### config.mk
export PLATFORM = sky130hd
export DESIGN_NAME = rbc_receive_buffer_clear
export DESIGN_NICKNAME = d
export VERILOG_FILES = /design/src/rbc_pkg.sv /design/src/rbc_receive_buffer_clear.sv
export VERILOG_INCLUDE_DIRS = /design/src /design/src/src
export SDC_FILE = /design/constraint.sdc
export NUM_CORES = 1
export LEC_CHECK = 0
export BUFFER_PORTS_ARGS = -buffer_cell sky130_fd_sc_hd__buf_2
export CAP_MARGIN = 20
export CORE_ASPECT_RATIO = 1.25
export CORE_UTILIZATION = 50
export DETAILED_ROUTE_END_ITERATION = 8
export PLACE_DENSITY = 0.85
export SLEW_MARGIN = 20
export SYNTH_ARGS = -nofsm -noshare
export SYNTH_HDL_FRONTEND = slang
export SYNTH_SLANG_ARGS = --single-unit
### constraint.sdc
create_clock -name aclk -period 2.19 [get_ports aclk]
set_input_delay 0.1095 -clock aclk [delete_from_list [all_inputs] [get_ports aclk]]
set_output_delay 0.1095 -clock aclk [all_outputs]
set_load 0.02 [all_outputs]
### src/rbc_consts.svh
// constants for the receive buffer clear request block
`ifndef RBC_CONSTS_SVH
`define RBC_CONSTS_SVH

`define RBC_ADDR_CTRL      12'h000
`define RBC_ADDR_REQ       12'h004
`define RBC_ADDR_STAT      12'h008
`define RBC_ADDR_RESULT0   12'h00C
`define RBC_ADDR_RESULT1   12'h010
`define RBC_ADDR_IRQ_STAT  12'h014
`define RBC_ADDR_IRQ_MASK  12'h018

`define RBC_REQ_TYPE_CLEAR 16'h0004
`define RBC_ERR_NONE       16'h0000
`define RBC_ERR_OVERLAP    16'h7FF0
`define RBC_ERR_PROTOCOL   16'h7FF2
`define RBC_ERR_BAD_REQ    16'h7FF1
`define RBC_CH_FIRST       16'h0001
`define RBC_CH_SECOND      16'h0002

`define RBC_CLEAR_CYCLES   4

`endif

### src/rbc_pkg.sv
// types for the receive buffer clear request block
package rbc_pkg;
	typedef enum logic [1:0] {
		RBC_IDLE  = 2'b00,
		RBC_WAIT  = 2'b01,
		RBC_CLEAR = 2'b10,
		RBC_DONE  = 2'b11
	} rbc_state_t;

	// per channel command activity seen from the other command engines
	typedef struct packed {
		logic rx_read_request_flag;
		logic rx_abnormal_detect_flag;
		logic on_call_send_cmd;
		logic plain_send_cmd;
		logic user_frame_send_cmd;
		logic bidir_send_cmd;
		logic bidir_receive_cmd;
		logic module_reinit_cmd;
		logic buffered_receive_cmd;
		logic predefined_protocol_exec_cmd;
	} rbc_chan_act_t;

	typedef struct packed {
		logic done;
		logic error;
	} rbc_flags_t;
endpackage

### src/rbc_receive_buffer_clear.sv
// receive buffer clear request interpreter, two channels, AXI4-Lite registers
// Summary of operation
// channel selector 1 picks first channel, 2 the second; only that area cleared.
// on completion the status word is zero on success, else an error code.
// requester puts request-type code 4 in the control block to select clear.
// control block words 3 to 111 belong to the device; requester never touches them.
// execution discards every byte held in the selected channel's receive area.
// the user receive region of the shared buffer memory is left untouched.
// read request or abnormal flag set holds the clear pending until it drops.
// overlap with send, reinit or bidir commands fails the later one with 7FF0.
// clear after an active buffered receive fails 7FF0; the reverse order may run.
// repeated clear on a busy channel is ignored; other channel runs concurrently.
// clear on a channel used by the protocol executor fails with 7FF2.
// done flag pulses one scan, set at end of completing scan.
// error flag stays low on success, pulses with done on failure.
// while pending or clearing, flags stay low and status word is not updated; the previous done pulse can still be high while pending.
//
// Added by the designer: the AXI4-Lite interface to the registers and the address map.
`include "rbc_consts.svh"
module rbc_receive_buffer_clear #(
	parameter int CLEAR_CYCLES = `RBC_CLEAR_CYCLES
) (
	input  wire logic                  aclk,
	input  wire logic                  aresetn,
	input  wire logic [11:0]           s_axi_awaddr,
	input  wire logic                  s_axi_awvalid,
	output logic                       s_axi_awready,
	input  wire logic [31:0]           s_axi_wdata,
	input  wire logic [3:0]            s_axi_wstrb,
	input  wire logic                  s_axi_wvalid,
	output logic                       s_axi_wready,
	output logic [1:0]                 s_axi_bresp,
	output logic                       s_axi_bvalid,
	input  wire logic                  s_axi_bready,
	input  wire logic [11:0]           s_axi_araddr,
	input  wire logic                  s_axi_arvalid,
	output logic                       s_axi_arready,
	output logic [31:0]                s_axi_rdata,
	output logic [1:0]                 s_axi_rresp,
	output logic                       s_axi_rvalid,
	input  wire logic                  s_axi_rready,
	input  wire logic                  scan_end,
	input  rbc_pkg::rbc_chan_act_t     chan_act [2],
	output logic [1:0]                 clear_cmd_active,
	output logic [1:0]                 rx_area_flush,
	output rbc_pkg::rbc_flags_t        completion_flag_pair [2],
	output logic                       irq
);
	import rbc_pkg::*;

	// the countdown register is eight bits wide and cannot start from zero
	if (CLEAR_CYCLES < 1 || CLEAR_CYCLES > 255) begin : g_bad_cycles
		$error("CLEAR_CYCLES out of range");
	end

	// bus write and read channel holding registers
	logic [11:0] awaddr_q;
	logic        aw_have_q;
	logic [31:0] wdata_q;
	logic [3:0]  wstrb_q;
	logic        w_have_q;
	logic        bvalid_q;
	logic        arready_q;
	logic        rvalid_q;
	logic [31:0] rdata_q;

	// software state
	logic [15:0] req_type_q;
	logic [15:0] result_q [2];
	logic [3:0]  irq_stat_q;
	logic [3:0]  irq_mask_q;
	rbc_state_t  state_q [2];
	logic [7:0]  cnt_q [2];
	logic [1:0]  finish_q;
	logic [15:0] code_q [2];
	rbc_flags_t  flags_q [2];
	logic [1:0]  flush_q;
	logic        irq_q;

	// write is performed once both address and data are held
	wire         wr_go   = aw_have_q && w_have_q && !bvalid_q;
	wire [31:0]  wmask   = {{8{wstrb_q[3]}}, {8{wstrb_q[2]}}, {8{wstrb_q[1]}}, {8{wstrb_q[0]}}};
	wire         wr_ctrl = wr_go && (awaddr_q == `RBC_ADDR_CTRL);
	wire         wr_req  = wr_go && (awaddr_q == `RBC_ADDR_REQ);
	wire         wr_ist  = wr_go && (awaddr_q == `RBC_ADDR_IRQ_STAT);
	wire         wr_imk  = wr_go && (awaddr_q == `RBC_ADDR_IRQ_MASK);
	wire         wr_ok   = wr_ctrl || wr_req || wr_ist || wr_imk;
	wire [31:0]  wval    = wdata_q & wmask;

	// ctrl write: bit0 launches a clear, bits 17:16 carry the channel selector
	wire [15:0]  sel_ch  = {14'h0000, wval[17:16]};
	wire         launch  = wr_ctrl && wval[0];
	wire [1:0]   req_ch;
	assign req_ch[0] = launch && (sel_ch == `RBC_CH_FIRST);
	assign req_ch[1] = launch && (sel_ch == `RBC_CH_SECOND);

	// error decode shared by both channels
	function automatic logic [15:0] launch_code(input rbc_chan_act_t a, input logic [15:0] rt);
		logic [15:0] c;
		c = `RBC_ERR_NONE;
		if (rt != `RBC_REQ_TYPE_CLEAR) begin
			c = `RBC_ERR_BAD_REQ;
		end else if (a.predefined_protocol_exec_cmd) begin
			c = `RBC_ERR_PROTOCOL;
		end else if (a.on_call_send_cmd || a.plain_send_cmd || a.user_frame_send_cmd ||
			a.bidir_send_cmd || a.bidir_receive_cmd || a.module_reinit_cmd) begin
			c = `RBC_ERR_OVERLAP;
		end else if (a.buffered_receive_cmd) begin
			c = `RBC_ERR_OVERLAP;
		end
		return c;
	endfunction

	// AXI address/data capture, accepted in either order
	always_ff @(posedge aclk) begin
		if (!aresetn) begin
			aw_have_q <= 1'b0;
			w_have_q  <= 1'b0;
			awaddr_q  <= 12'h000;
			wdata_q   <= 32'h0000_0000;
			wstrb_q   <= 4'h0;
		end else if (wr_go) begin
			aw_have_q <= 1'b0;
			w_have_q  <= 1'b0;
		end else begin
			if (s_axi_awvalid && !aw_have_q) begin
				aw_have_q <= 1'b1;
				awaddr_q  <= {s_axi_awaddr[11:2], 2'b00};
			end
			if (s_axi_wvalid && !w_have_q) begin
				w_have_q <= 1'b1;
				wdata_q  <= s_axi_wdata;
				wstrb_q  <= s_axi_wstrb;
			end
		end
	end

	// write response, slverr on unmapped or read-only address
	always_ff @(posedge aclk) begin
		if (!aresetn) begin
			bvalid_q    <= 1'b0;
			s_axi_bresp <= 2'b00;
		end else if (wr_go) begin
			bvalid_q    <= 1'b1;
			s_axi_bresp <= wr_ok ? 2'b00 : 2'b10;
		end else if (s_axi_bready) begin
			bvalid_q <= 1'b0;
		end
	end

	// ready outputs as flops: high while the holding slot is free
	always_ff @(posedge aclk) begin
		if (!aresetn) begin
			s_axi_awready <= 1'b0;
			s_axi_wready  <= 1'b0;
		end else begin
			s_axi_awready <= !(aw_have_q || (s_axi_awvalid && s_axi_awready)) || wr_go;
			s_axi_wready  <= !(w_have_q || (s_axi_wvalid && s_axi_wready)) || wr_go;
		end
	end

	// software registers; request type and irq mask
	always_ff @(posedge aclk) begin
		if (!aresetn) begin
			req_type_q <= 16'h0000;
			irq_mask_q <= 4'h0;
		end else begin
			if (wr_req) begin
				req_type_q <= wval[15:0];
			end
			if (wr_imk) begin
				irq_mask_q <= wval[3:0];
			end
		end
	end

	// read mux
	logic [31:0] rmux;
	logic        rhit;
	always_comb begin
		rhit = 1'b1;
		unique case ({s_axi_araddr[11:2], 2'b00})
			`RBC_ADDR_CTRL:     rmux = 32'h0000_0000;
			`RBC_ADDR_REQ:      rmux = {16'h0000, req_type_q};
			`RBC_ADDR_STAT:     rmux = {24'h00_0000, state_q[1], state_q[0], flags_q[1],
				flags_q[0]};
			`RBC_ADDR_RESULT0:  rmux = {16'h0000, result_q[0]};
			`RBC_ADDR_RESULT1:  rmux = {16'h0000, result_q[1]};
			`RBC_ADDR_IRQ_STAT: rmux = {28'h000_0000, irq_stat_q};
			`RBC_ADDR_IRQ_MASK: rmux = {28'h000_0000, irq_mask_q};
			default: begin
				rmux = 32'h0000_0000;
				rhit = 1'b0;
			end
		endcase
	end

	// read channel, one read outstanding
	always_ff @(posedge aclk) begin
		if (!aresetn) begin
			arready_q   <= 1'b0;
			rvalid_q    <= 1'b0;
			rdata_q     <= 32'h0000_0000;
			s_axi_rresp <= 2'b00;
		end else if (s_axi_arvalid && arready_q) begin
			arready_q   <= 1'b0;
			rvalid_q    <= 1'b1;
			rdata_q     <= rmux;
			s_axi_rresp <= rhit ? 2'b00 : 2'b10;
		end else if (rvalid_q && s_axi_rready) begin
			rvalid_q <= 1'b0;
		end else begin
			arready_q <= !rvalid_q;
		end
	end

	// per-channel sequencer
	for (genvar c = 0; c < 2; c++) begin : g_ch
		wire [15:0] lcode = launch_code(chan_act[c], req_type_q);
		wire        rx_busy = chan_act[c].rx_read_request_flag || chan_act[c].rx_abnormal_detect_flag;
		// a report waits for the previous pulse to end, so two pulses never merge into one
		wire        report  = scan_end && (state_q[c] == RBC_DONE) && !flags_q[c].done;

		always_ff @(posedge aclk) begin
			if (!aresetn) begin
				state_q[c]  <= RBC_IDLE;
				cnt_q[c]    <= 8'h00;
				code_q[c]   <= 16'h0000;
				flush_q[c]  <= 1'b0;
				finish_q[c] <= 1'b0;
			end else begin
				flush_q[c]  <= 1'b0;
				finish_q[c] <= 1'b0;
				unique case (state_q[c])
					RBC_IDLE: begin
						// a new launch while busy falls in the other states and is dropped
						if (req_ch[c]) begin
							code_q[c] <= lcode;
							if (lcode != `RBC_ERR_NONE) begin
								state_q[c] <= RBC_DONE;
							end else begin
								state_q[c] <= RBC_WAIT;
							end
						end
					end
					RBC_WAIT: begin
						// the last pulse must end first, so flags stay low while this clear runs
						if (!rx_busy && !flags_q[c].done) begin
							state_q[c] <= RBC_CLEAR;
							cnt_q[c]   <= CLEAR_CYCLES[7:0];
							flush_q[c] <= 1'b1;
						end
					end
					RBC_CLEAR: begin
						if (cnt_q[c] == 8'h01) begin
							state_q[c] <= RBC_DONE;
						end else begin
							cnt_q[c] <= cnt_q[c] - 8'h01;
						end
					end
					RBC_DONE: begin
						// completion reported at the first scan end at which the done flag is low
						if (report) begin
							state_q[c]  <= RBC_IDLE;
							finish_q[c] <= 1'b1;
						end
					end
				endcase
			end
		end

		// result word and completion flags move only at scan end
		always_ff @(posedge aclk) begin
			if (!aresetn) begin
				result_q[c] <= 16'h0000;
				flags_q[c]  <= '0;
			end else if (scan_end) begin
				flags_q[c] <= '0;
				if (report) begin
					result_q[c]      <= code_q[c];
					flags_q[c].done  <= 1'b1;
					flags_q[c].error <= (code_q[c] != `RBC_ERR_NONE);
				end
			end
		end

		// flush acts on the channel's internal holding area only
		assign rx_area_flush[c]        = flush_q[c];
		assign completion_flag_pair[c] = flags_q[c];
		assign clear_cmd_active[c]     = (state_q[c] != RBC_IDLE);
	end

	// sticky events: bit c done, bit c+2 error; set beats clear
	always_ff @(posedge aclk) begin
		if (!aresetn) begin
			irq_stat_q <= 4'h0;
			irq_q      <= 1'b0;
		end else begin
			irq_stat_q <= (irq_stat_q & ~(wr_ist ? wval[3:0] : 4'h0)) |
				{code_q[1] != 16'h0000 && finish_q[1], code_q[0] != 16'h0000 && finish_q[0],
				finish_q};
			irq_q      <= |(irq_stat_q & irq_mask_q);
		end
	end

	assign s_axi_bvalid  = bvalid_q;
	assign s_axi_arready = arready_q;
	assign s_axi_rvalid  = rvalid_q;
	assign s_axi_rdata   = rdata_q;
	assign irq           = irq_q;

endmodule // rbc_receive_buffer_clear

==> results of run 1 <==
-- where the power goes --
group	internal (mW)	switching (mW)
Clock	1.67	0.951
Combinational	0.217	0.283
Sequential	2.40	0.0757
Total	4.29	1.31
-- kinds of logic after synthesis --
family | share of synthesized area, %
xor gates and xnor gates | 1.56
and+or+nand+nor | 24.3
muxes | 4.88
buffers and inverters | 5.08
AOI/OAI and AO/OA | 13.7
other | 0.0668
adders and majority gates | 0.891
DFF | 49.5
-- worst paths after layout --
path | endpoint | depth (start not counted)
worst min register to register | s_axi_rdata[13] | 2
worst min-delay path | s_axi_rdata[15] | 3
worst max register to register | cnt_q[1][3] | 4
worst max-delay path | cnt_q[1][3] | 4
-- layout by cell type (no fill, tap or decap), types with 12 or more instances in the layout --
master and n:
nand2_1 95, conb_1 18, dlygate4sd3_1 35, edfxtp_1 36
dfxtp_1 85, a21boi_0 36, clkbuf_16 19, nor2_1 31
mux2i_1 24, buf_4 12, nor2b_1 30, buf_2 100
o21ai_0 14, a21oi_1 16, and2_1 24
-- Yosys cell counts, types with 7 or more instances --
master and count:
and4_1 7, dfxtp_1 85, nor4_1 9, a21boi_0 36, nor2b_1 30, nor2_1 31, edfxtp_1 36, a21oi_1 16
clkbuf_1 21, nand2b_1 11, nor3_1 10, inv_1 9, mux2i_1 24, nand2_1 95, buf_4 19, and2_1 24
nand3_1 11, o21ai_0 14
-- worst max-delay path, delay by kind of cell, from the launching register on --
kind	cells	cell delay [ps]
flops	1	420
simple gates	4	1180
-- area by class of cell --
class,count,area share (%)
Inverter,9,0.476
Clock inverter,4,0.405
Clock buffer,28,7.59
Tap cell,132,2.33
Multi-Input combinational cell,427,36.8
Timing Repair Buffer,147,13.2
Sequential cell,121,39.2
-- metal layers --
metal	up-vias	global-route usage, %
met5	-	0
met4	0	12.4
met3	24	5.49
met2	149	43.4
met1	2251	27.1
li1	2312	-
-- flip-flops by register name, indices dropped and copies added, names as in the netlist, 2 cells and up --
signal and count:
awaddr_q 10, cnt_q 16, code_q 6, finish_q 2
flags_q 4, irq_mask_q 4, irq_stat_q 4, req_type_q 16
result_q 6, rx_area_flush 2, s_axi_rdata 16, state_q 4
wdata_q 18, wstrb_q 3
-- repair_timing --
item,CTS,global route
hold buffers,35,0
endpoints found under the hold margin,36,0
resized for setup,0,0
==> summary.txt, run 1 <==
Setup path
  – Reg-to-Reg Start: cnt_q[1][4]
  – Max incr delay on CP: 540 ps
  – Critical path peak fanout: 8
  – Crit path capture type: register
  – Worst Setup SP: cnt_q[1][4]
  – Worst R2R Setup Slack: 230 ps
  – Slowest cell on the critical path: nor4_1
  – Critical Path AT: 2020 ps
  – Worst path cell trace: nor4_1 -> nand3_1 -> nand2b_1 -> nand3_1
  – Worst Path Required: 2250 ps
  – Top cell by count, worst path: nand3_1
  – Worst setup SP type: register
  – Crit Path Category: register to register

Timing
  – Slew HR: 48.0%
  – Part of the cycle the worst path needs: 89.6%
  – Fmax: 0.509 GHz
  – RSZ-0062 raised after global routing: no
  – Worst-Margin Slew: 781 ps
  – Setup violators final: 0
  – Max-slew violations: 0
  – Final WS setup: 227 ps
  – Hold_ws: 23.9 ps
  – Fin. Hold Viols: 0
  – Clk_skew: 5.91 ps
  – Setup TNS: 0 ps
  – Tmin final: 1960 ps

Logic synthesis
  – Synth Instances: 585
  – Synth Area per Inst: 9.60 um^2
  – Synth area leader: dfxtp_1
  – Unique masters post-synth: 55
  – Yosys reg bits: 121
  – Number of synthesized flops with an enable pin: 36
  – Mapped Area: 0.00562 mm^2
  – Area contributors post-synth: dfxtp_1, edfxtp_1, nand2_1
  – Synth Flop Type: dfxtp_1
  – Yosys top cell area share: 30.3%
  – Post-synthesis sequential area ratio: 49.5%
  – Share of flip-flops with an asynchronous set or reset: 0%
  – Yosys warning count: 0

Placed design
  – DP Area: 0.00618 mm^2
  – Port Buffers: 100
  – Dpl hpwl: 9150 um
  – Pre-CTS WS: 258 ps
  – Routability cong.: 0.839
  – Placed Cells incl. Taps: 801

Floorplan
  – Die area: 0.0117 mm^2
  – IO Pins: 138
  – # rows: 42
  – Initial Util: 52.1%
  – Core area: 0.0108 mm^2
  – Die X-Extent: 96.8 um
  – Die H: 120 um

Route
  – DRC viols: 0
  – Post-route met1 wirelength: 5690 um
  – WL/cell: 15.7 um
  – DRT Pass-1 Iters: 4
  – Met3 WL: 593 um
  – Total Wirelength: 13600 um
  – Antenna violation net count after detailed routing: 0
  – Max Used Layer: met4
  – Via-per-instance ratio: 5.46
  – Vias: 4736
  – DR WL met2: 6980 um
  – 1st-iter DRT viols: 313

Clock tree
  – Setup Fix Bufs, Post-CTS: 0
  – Root buf cell: clkbuf_16
  – Worst-Skew Late Latency: 420 ps
  – CTS tree: built
  – CTS buffer count: 17
  – CTS Sinks: 121
  – Clock Path Buffers: 2
  – Clock transition at path regs: 50 ps
  – H-tree depth: 4

Layout
  – Fin cells: 868
  – Fin nets: 815
  – Share of cells above drive strength 1: 20.2%
  – Fin util: 65.9%
  – Area of the multi-input gates: 0.00261 mm^2
  – Fill count: 827
  – Ant. Diodes: 0
  – Final instance area: 0.00710 mm^2
  – Register area: 0.00278 mm^2
  – Synthesis-to-finish area growth: 26.5%

Global route
  – Largest net degree at the start of global routing: 60
  – Total gr overflow: 0
  – Initial antenna violation count: 0
  – Vias in the first global route: 4642
  – First-pass GRT wire length: 22200 um
  – All-Layer GR Usage: 24.3%

Run status
  – Run status: finished, final reports clean

Pwr
  – Cell Pwr Density: 788 mW/mm^2
  – Max VDD drop: 0.629 mV
  – Total Power: 5.60 mW
  – Pleak: 2.88 nW

Hold path
  – Tightest Hold Check Type: primary input to register
  – Min-delay src: s_axi_arvalid

Job
  – MaxCap Viol Count: 0
Power figures use the tool's default switching activity.
==> run 2: changes to the inputs <==
Settings changed: GPL_TIMING_DRIVEN from default to 0.
==> run 2 against run 1 <==
Net effect:
- sequential share of layout area is 1.1 points lower
- first-iteration DRC count is 8.9% lower
- setup slack worse by 69 ps
- sequential cell count stayed put
- non-clock buffer count is 29 higher
- largest power group unchanged
- critical endpoint is now req_type_q[5]
- via count is 5.0% higher
- critical path depth is 2 higher
- clock-buffer cell count is 6 lower
- routed wire length is 6.7% higher
==> summary.txt, run 2 (same netlist as run 1, synthesis figures left out) <==
Layout
  – Register area: 0.00278 mm^2 (unchanged)
  – Area of the multi-input gates: 0.00263 mm^2 (was 0.00261 mm^2)
  – Synthesis-to-finish area growth: 30.3% (was 26.5%)
  – Fin nets: 844 (was 815)
  – Most flops, register: wdata_q (unchanged)
  – Fin cells: 897 (was 868)
  – Max reg flops: 18 (unchanged)
  – Commonest non-fill, non-tap cell in the layout: buf_2 (unchanged)
  – Ant. Diodes: 0 (unchanged)
  – Fill count: 793 (was 827)
  – Share of cells above drive strength 1: 22.0% (was 20.2%)
  – Most frequent cells in the layout: buf_2, nand2_1, dfxtp_1, a21boi_0, edfxtp_1 (unchanged)

Route
  – WL/cell: 16.2 um (was 15.7 um)
  – Via-per-instance ratio: 5.55 (was 5.46)
  – DRT Pass-1 Iters: 4 (unchanged)
  – DRC viols: 0 (unchanged)
  – Total Wirelength: 14500 um (was 13600 um)
  – Antenna violation net count after detailed routing: 0 (unchanged)
  – 1st-iter DRT viols: 285 (was 313)
  – Vias: 4975 (was 4736)

Floorplan
  – Core area: 0.0108 mm^2 (unchanged)
  – # rows: 42 (unchanged)
  – Initial Util: 52.1% (unchanged)
  – Die X-Extent: 96.8 um (unchanged)
  – Die area: 0.0117 mm^2 (unchanged)
  – IO Pins: 138 (unchanged)
  – Die H: 120 um (unchanged)

Clock tree
  – Clock Path Buffers: 2 (unchanged)
  – CTS tree: built (unchanged)
  – CTS buffer count: 17 (unchanged)
  – Clock transition at path regs: 60 ps (was 50 ps)
  – H-tree depth: 4 (unchanged)
  – Root buf cell: clkbuf_16 (unchanged)
  – Setup Fix Bufs, Post-CTS: 0 (unchanged)
  – CTS Sinks: 121 (unchanged)
  – Worst-Skew Late Latency: 420 ps (about the same)

Timing
  – Slew HR: 44.8% (was 48.0%)
  – Clk_skew: 6.88 ps (was 5.91 ps)
  – RSZ-0062 raised after global routing: no (unchanged)
  – Fmax: 0.492 GHz (was 0.509 GHz)
  – Max-slew violations: 0 (unchanged)
  – Worst-Margin Slew: 823 ps (was 781 ps)
  – Tmin final: 2030 ps (was 1960 ps)
  – Part of the cycle the worst path needs: 92.8% (was 89.6%)
  – Setup violators final: 0 (unchanged)
  – Fin. Hold Viols: 0 (unchanged)

Setup path
  – Slowest cell on the critical path: dfxtp_1 (was nor4_1)
  – Worst path cell trace: and3b_1 -> and4_1 -> buf_2 -> buf_4 -> mux2i_1 -> nor2b_1 (was nor4_1 -> nand3_1 -> nand2b_1 -> nand3_1)
  – Max incr delay on CP: 420 ps (was 540 ps)
  – Crit path capture type: register (unchanged)
  – Crit Path Category: register to register (unchanged)
  – Worst Path Required: 2500 ps (was 2250 ps)
  – Critical path peak fanout: 10 (was 8)
  – Critical Path AT: 2340 ps (was 2020 ps)
  – Worst setup SP type: register (unchanged)

Global route
  – Met3 global-route usage: 7.11% (was 5.49%)
  – All-Layer GR Usage: 25.6% (was 24.3%)
  – Largest net degree at the start of global routing: 17 (was 60)
  – Met2 usage in global routing: 46.5% (was 43.4%)
  – Vias in the first global route: 4952 (was 4642)
  – Initial antenna violation count: 0 (unchanged)
  – Met1 global-route usage: 26.4% (was 27.1%)
  – First-pass GRT wire length: 23300 um (was 22200 um)
  – GR peak layer: met2 (unchanged)
  – Total gr overflow: 0 (unchanged)

Placed design
  – Port Buffers: 100 (unchanged)
  – Routability cong.: 0.869 (was 0.839)
  – Dpl hpwl: 10000 um (was 9150 um)
  – Placed Cells incl. Taps: 834 (was 801)

Run status
  – Run status: finished, final reports clean (unchanged)

Job
  – MaxCap Viol Count: 0 (unchanged)

Pwr
  – Max VDD drop: 0.541 mV (was 0.629 mV)
  – Cell Pwr Density: 813 mW/mm^2 (was 788 mW/mm^2)
  – Total Power: 5.95 mW (was 5.60 mW)
  – Pleak: 3.00 nW (was 2.88 nW)

Hold path
  – Tightest Hold Check Type: primary input to register (unchanged)
==> run 2: cell count changes in the layout (fill, tap and decap cells not counted), moves of 2 or more <==
cell / delta
clkbuf_1: +14
buf_4: +7
buf_2: +3
bufinv_16: +3
dlygate4sd3_1: -2
inv_4: +2
nor4_1: -2
nor4_2: +2
==> run 2: path summary, 6_finish.rpt <==
kind	slack, ps	end	startpoint	cells past startpoint
worst max-delay path	160	req_type_q[5]	w_have_q	6
worst min-delay path	20	wdata_q[7]	s_axi_wdata[7]	3
worst max register to register	160	req_type_q[5]	w_have_q	6
worst min register to register	450	s_axi_rdata[13]	s_axi_rdata[13]	2
==> run 2: final cells by class <==
| class | count | area share [%] |
|---|---|---|
| sequential | 121 | 38.0 |
| multi-input combinational | 427 | 35.9 |
| timing repair buffer | 133 | 11.4 |
| clock buffer | 22 | 6.77 |
| buffer | 43 | 3.33 |
| tap | 132 | 2.26 |
| clock inverter | 10 | 1.85 |
| inverter | 9 | 0.462 |
==> run 2: critical path, delay by kind of cell, from the launching register on <==
family | cells | cell delay, ps
simple gates | 3 | 720
buf+inv | 2 | 490
flops | 1 | 420
mux | 1 | 280
==> run 2: per-layer routing <==
layer	vias to the layer above	wire, um
li1	2372	-
met1	2341	5690
met2	207	7440
met3	55	847
met4	0	555
met5	-	0
==> run 2: timing repair <==
| item | CTS | global route |
|---|---|---|
| setup endpoints to repair | 8 | 29 |
| hold buffers | 33 | 0 |
| endpoints found under the hold margin | 33 | 0 |
| gates resized for setup | 1 | 2 |
==> run 2: report_power, final <==
| group | internal, mW | leakage (nW) | switching (mW) |
|---|---|---|---|
| clock | 1.94 | 0.312 | 1.01 |
| sequential | 2.40 | 1.07 | 0.0804 |
| combinational | 0.234 | 1.62 | 0.290 |
==> run 2: per-stage QoR <==
stage	hold slack [ps]	utilization [%]	worst slack [ps]	TNS, ps	cell area (um^2)
CTS	11.2	67.9	9.34	0	7310
global route	13.0	67.9	24.5	0	7320
floorplan	225	-	333	0	5680
global placement	358	58.9	6.02	0	6350
finish	16.9	67.9	157	0	7320
detailed placement	367	58.9	-102	-816	6350
==> run 3: changes to the inputs <==
Settings changed: CTS_CLUSTER_SIZE from default to 30, PLACE_DENSITY 0.85 to 0.76.
==> run 3 against run 2 <==
Net effect:
- maximum frequency decreased by 0.54%
- combinational power about the same
- setup slack got worse by 11 ps
- sequential share of layout area increased by 0.28 points
- clock-buffer cell count increased by 7
- core utilization decreased by 0.49 points
- register-to-register slack about the same
- largest cell class unchanged
- critical endpoint is now state_q[1][0]
==> summary.txt, run 3 (same netlist as run 1, synthesis figures left out) <==
Placed design
  – Port Buffers: 100 (unchanged)
  – DP Area: 0.00635 mm^2 (unchanged)
  – Routability cong.: 0.807 (was 0.869)
  – Dpl hpwl: 9590 um (was 10000 um)

Clock tree
  – Clock transition at path regs: 50 ps (was 60 ps)
  – Root buf cell: clkbuf_16 (unchanged)
  – CTS tree: built (unchanged)
  – Clock Path Buffers: 2 (unchanged)
  – H-tree depth: 4 (unchanged)
  – Setup Fix Bufs, Post-CTS: 0 (unchanged)
  – CTS Sinks: 121 (unchanged)
  – Worst-Skew Late Latency: 410 ps (was 420 ps)
  – CTS buffer count: 17 (unchanged)

Route
  – DRC viols: 0 (unchanged)
  – Antenna violation net count after detailed routing: 0 (unchanged)
  – Total Wirelength: 13600 um (was 14500 um)
  – Vias: 4818 (was 4975)
  – 1st-iter DRT viols: 203 (was 285)
  – DRT Pass-1 Iters: 5 (was 4)
  – WL/cell: 15.1 um (was 16.2 um)
  – Via-per-instance ratio: 5.35 (was 5.55)

Setup path
  – Worst Path Required: 2300 ps (was 2500 ps)
  – CP top delay family: simple AND/OR/NAND/NOR gates (unchanged)
  – Buf/Inv on CP: 1 (was 2)
  – Top cell by count, worst path: nand4_1
  – Critical path peak fanout: 9 (was 10)
  – Max incr delay on CP: 500 ps (was 420 ps)
  – Crit path capture type: register (unchanged)
  – Slowest cell on the critical path: or3_1 (was dfxtp_1)
  – Critical Path AT: 2150 ps (was 2340 ps)
  – Crit Path Category: register to register (unchanged)
  – Worst setup SP type: register (unchanged)
  – Worst path cell trace: and3b_1 -> clkbuf_1 -> nand4_1 -> or3_1 -> nand4_1 (was and3b_1 -> and4_1 -> buf_2 -> buf_4 -> mux2i_1 -> nor2b_1)

Layout
  – Synthesis-to-finish area growth: 29.3% (was 30.3%)
  – Share of cells above drive strength 1: 21.2% (was 22.0%)
  – Commonest non-fill, non-tap cell in the layout: buf_2 (unchanged)
  – Fin nets: 848 (was 844)
  – Most flops, register: wdata_q (unchanged)
  – Final instance area: 0.00726 mm^2 (was 0.00732 mm^2)
  – Max reg flops: 18 (unchanged)
  – Register area: 0.00278 mm^2 (unchanged)
  – Area of the multi-input gates: 0.00263 mm^2 (unchanged)
  – Most frequent cells in the layout: buf_2, nand2_1, dfxtp_1, a21boi_0, edfxtp_1 (unchanged)
  – Fill count: 836 (was 793)
  – Ant. Diodes: 0 (unchanged)

Global route
  – Total gr overflow: 0 (unchanged)
  – Vias in the first global route: 4715 (was 4952)
  – All-Layer GR Usage: 24.0% (was 25.6%)
  – Initial antenna violation count: 0 (unchanged)
  – First-pass GRT wire length: 22100 um (was 23300 um)
  – Largest net degree at the start of global routing: 17 (unchanged)

Timing
  – Worst-Margin Slew: 829 ps (was 823 ps)
  – Tmin final: 2040 ps (was 2030 ps)
  – Fin. Hold Viols: 0 (unchanged)
  – Fmax: 0.489 GHz (was 0.492 GHz)
  – Slew HR: 44.4% (was 44.8%)
  – RSZ-0062 raised after global routing: no (unchanged)
  – Max-slew violations: 0 (unchanged)
  – Part of the cycle the worst path needs: 93.3% (was 92.8%)
  – Clk_skew: 8.22 ps (was 6.88 ps)
  – Setup violators final: 0 (unchanged)
  – Setup TNS: 0 ps (unchanged)

Floorplan
  – Initial Util: 52.1% (unchanged)
  – Die area: 0.0117 mm^2 (unchanged)
  – IO Pins: 138 (unchanged)
  – # rows: 42 (unchanged)
  – Die H: 120 um (unchanged)
  – Die X-Extent: 96.8 um (unchanged)
  – Core area: 0.0108 mm^2 (unchanged)

Pwr
  – Max VDD drop: 0.547 mV (was 0.541 mV)
  – Pleak: 2.97 nW (was 3.00 nW)
  – Cell Pwr Density: 764 mW/mm^2 (was 813 mW/mm^2)

Hold path
  – Tightest Hold Check Type: primary input to register (unchanged)

Run status
  – Run status: finished, final reports clean (unchanged)

Job
  – MaxCap Viol Count: 0 (unchanged)
-- run 3: worst min-delay path: stages --
cell,delay [ps]
buf_2,120
nand4_1,80
a21boi_0,70
-- run 3: through the flow --
| step | power (mW) | setup WS (ps) | hold slack, ps | utilization, % | instances |
|---|---|---|---|---|---|
| CTS | 5.55 | 14.9 | 20.1 | 67.3 | 900 |
| global route | 5.73 | 3.49 | 50.3 | 67.4 | 900 |
| global placement | 2.96 | 25.4 | 359 | 58.9 | 834 |
| finish | 5.55 | 146 | 25.2 | 67.4 | 900 |
| floorplan | 2.81 | 333 | 225 | - | 602 |
| detailed placement | 2.98 | -23.1 | 368 | 58.9 | 834 |
-- run 3: layout make-up --
type	count	area share [%]
well taps	132	2.27
flip-flops and latches	121	38.3
clock inverters	2	0.138
plain buffers	45	3.46
multi-input cells	427	36.2
repair buffers	135	11.7
clock buffers	29	7.44
inverters	9	0.465
-- run 3: path summary, 6_finish.rpt --
path                   start         endpoint  slack, ps  depth (start not counted)
min            s_axi_arvalid  s_axi_rdata[15]         30                          3
min reg2reg  s_axi_rdata[12]  s_axi_rdata[12]        450                          2
max                 w_have_q    state_q[1][0]        150                          5
max reg2reg         w_have_q    state_q[1][0]        150                          5
-- run 3: report_power, final --
part / internal, mW / leakage (nW) / total, mW / switching, mW
registers: 2.40 / 1.07 / 2.48 / 0.0778
clock network: 1.65 / 0.274 / 2.55 / 0.900
logic: 0.237 / 1.63 / 0.524 / 0.287
-- run 3: per-layer routing --
| layer | track usage [%] | vias to the layer above | part of all wire (%) |
|---|---|---|---|
| li1 | - | 2373 | - |
| met3 | 6.18 | 34 | 5.7 |
| met2 | 44.1 | 166 | 52 |
| met4 | 9.14 | 0 | 2.1 |
| met5 | 0 | - | 0 |
| met1 | 26.6 | 2245 | 40 |
-- run 3: repair_timing --
action,in CTS,in global routing
endpoints found under the setup margin,8,32
pin swaps,0,0
hold endpoints to repair,36,0
gates resized for setup,1,2
hold buffers,35,0
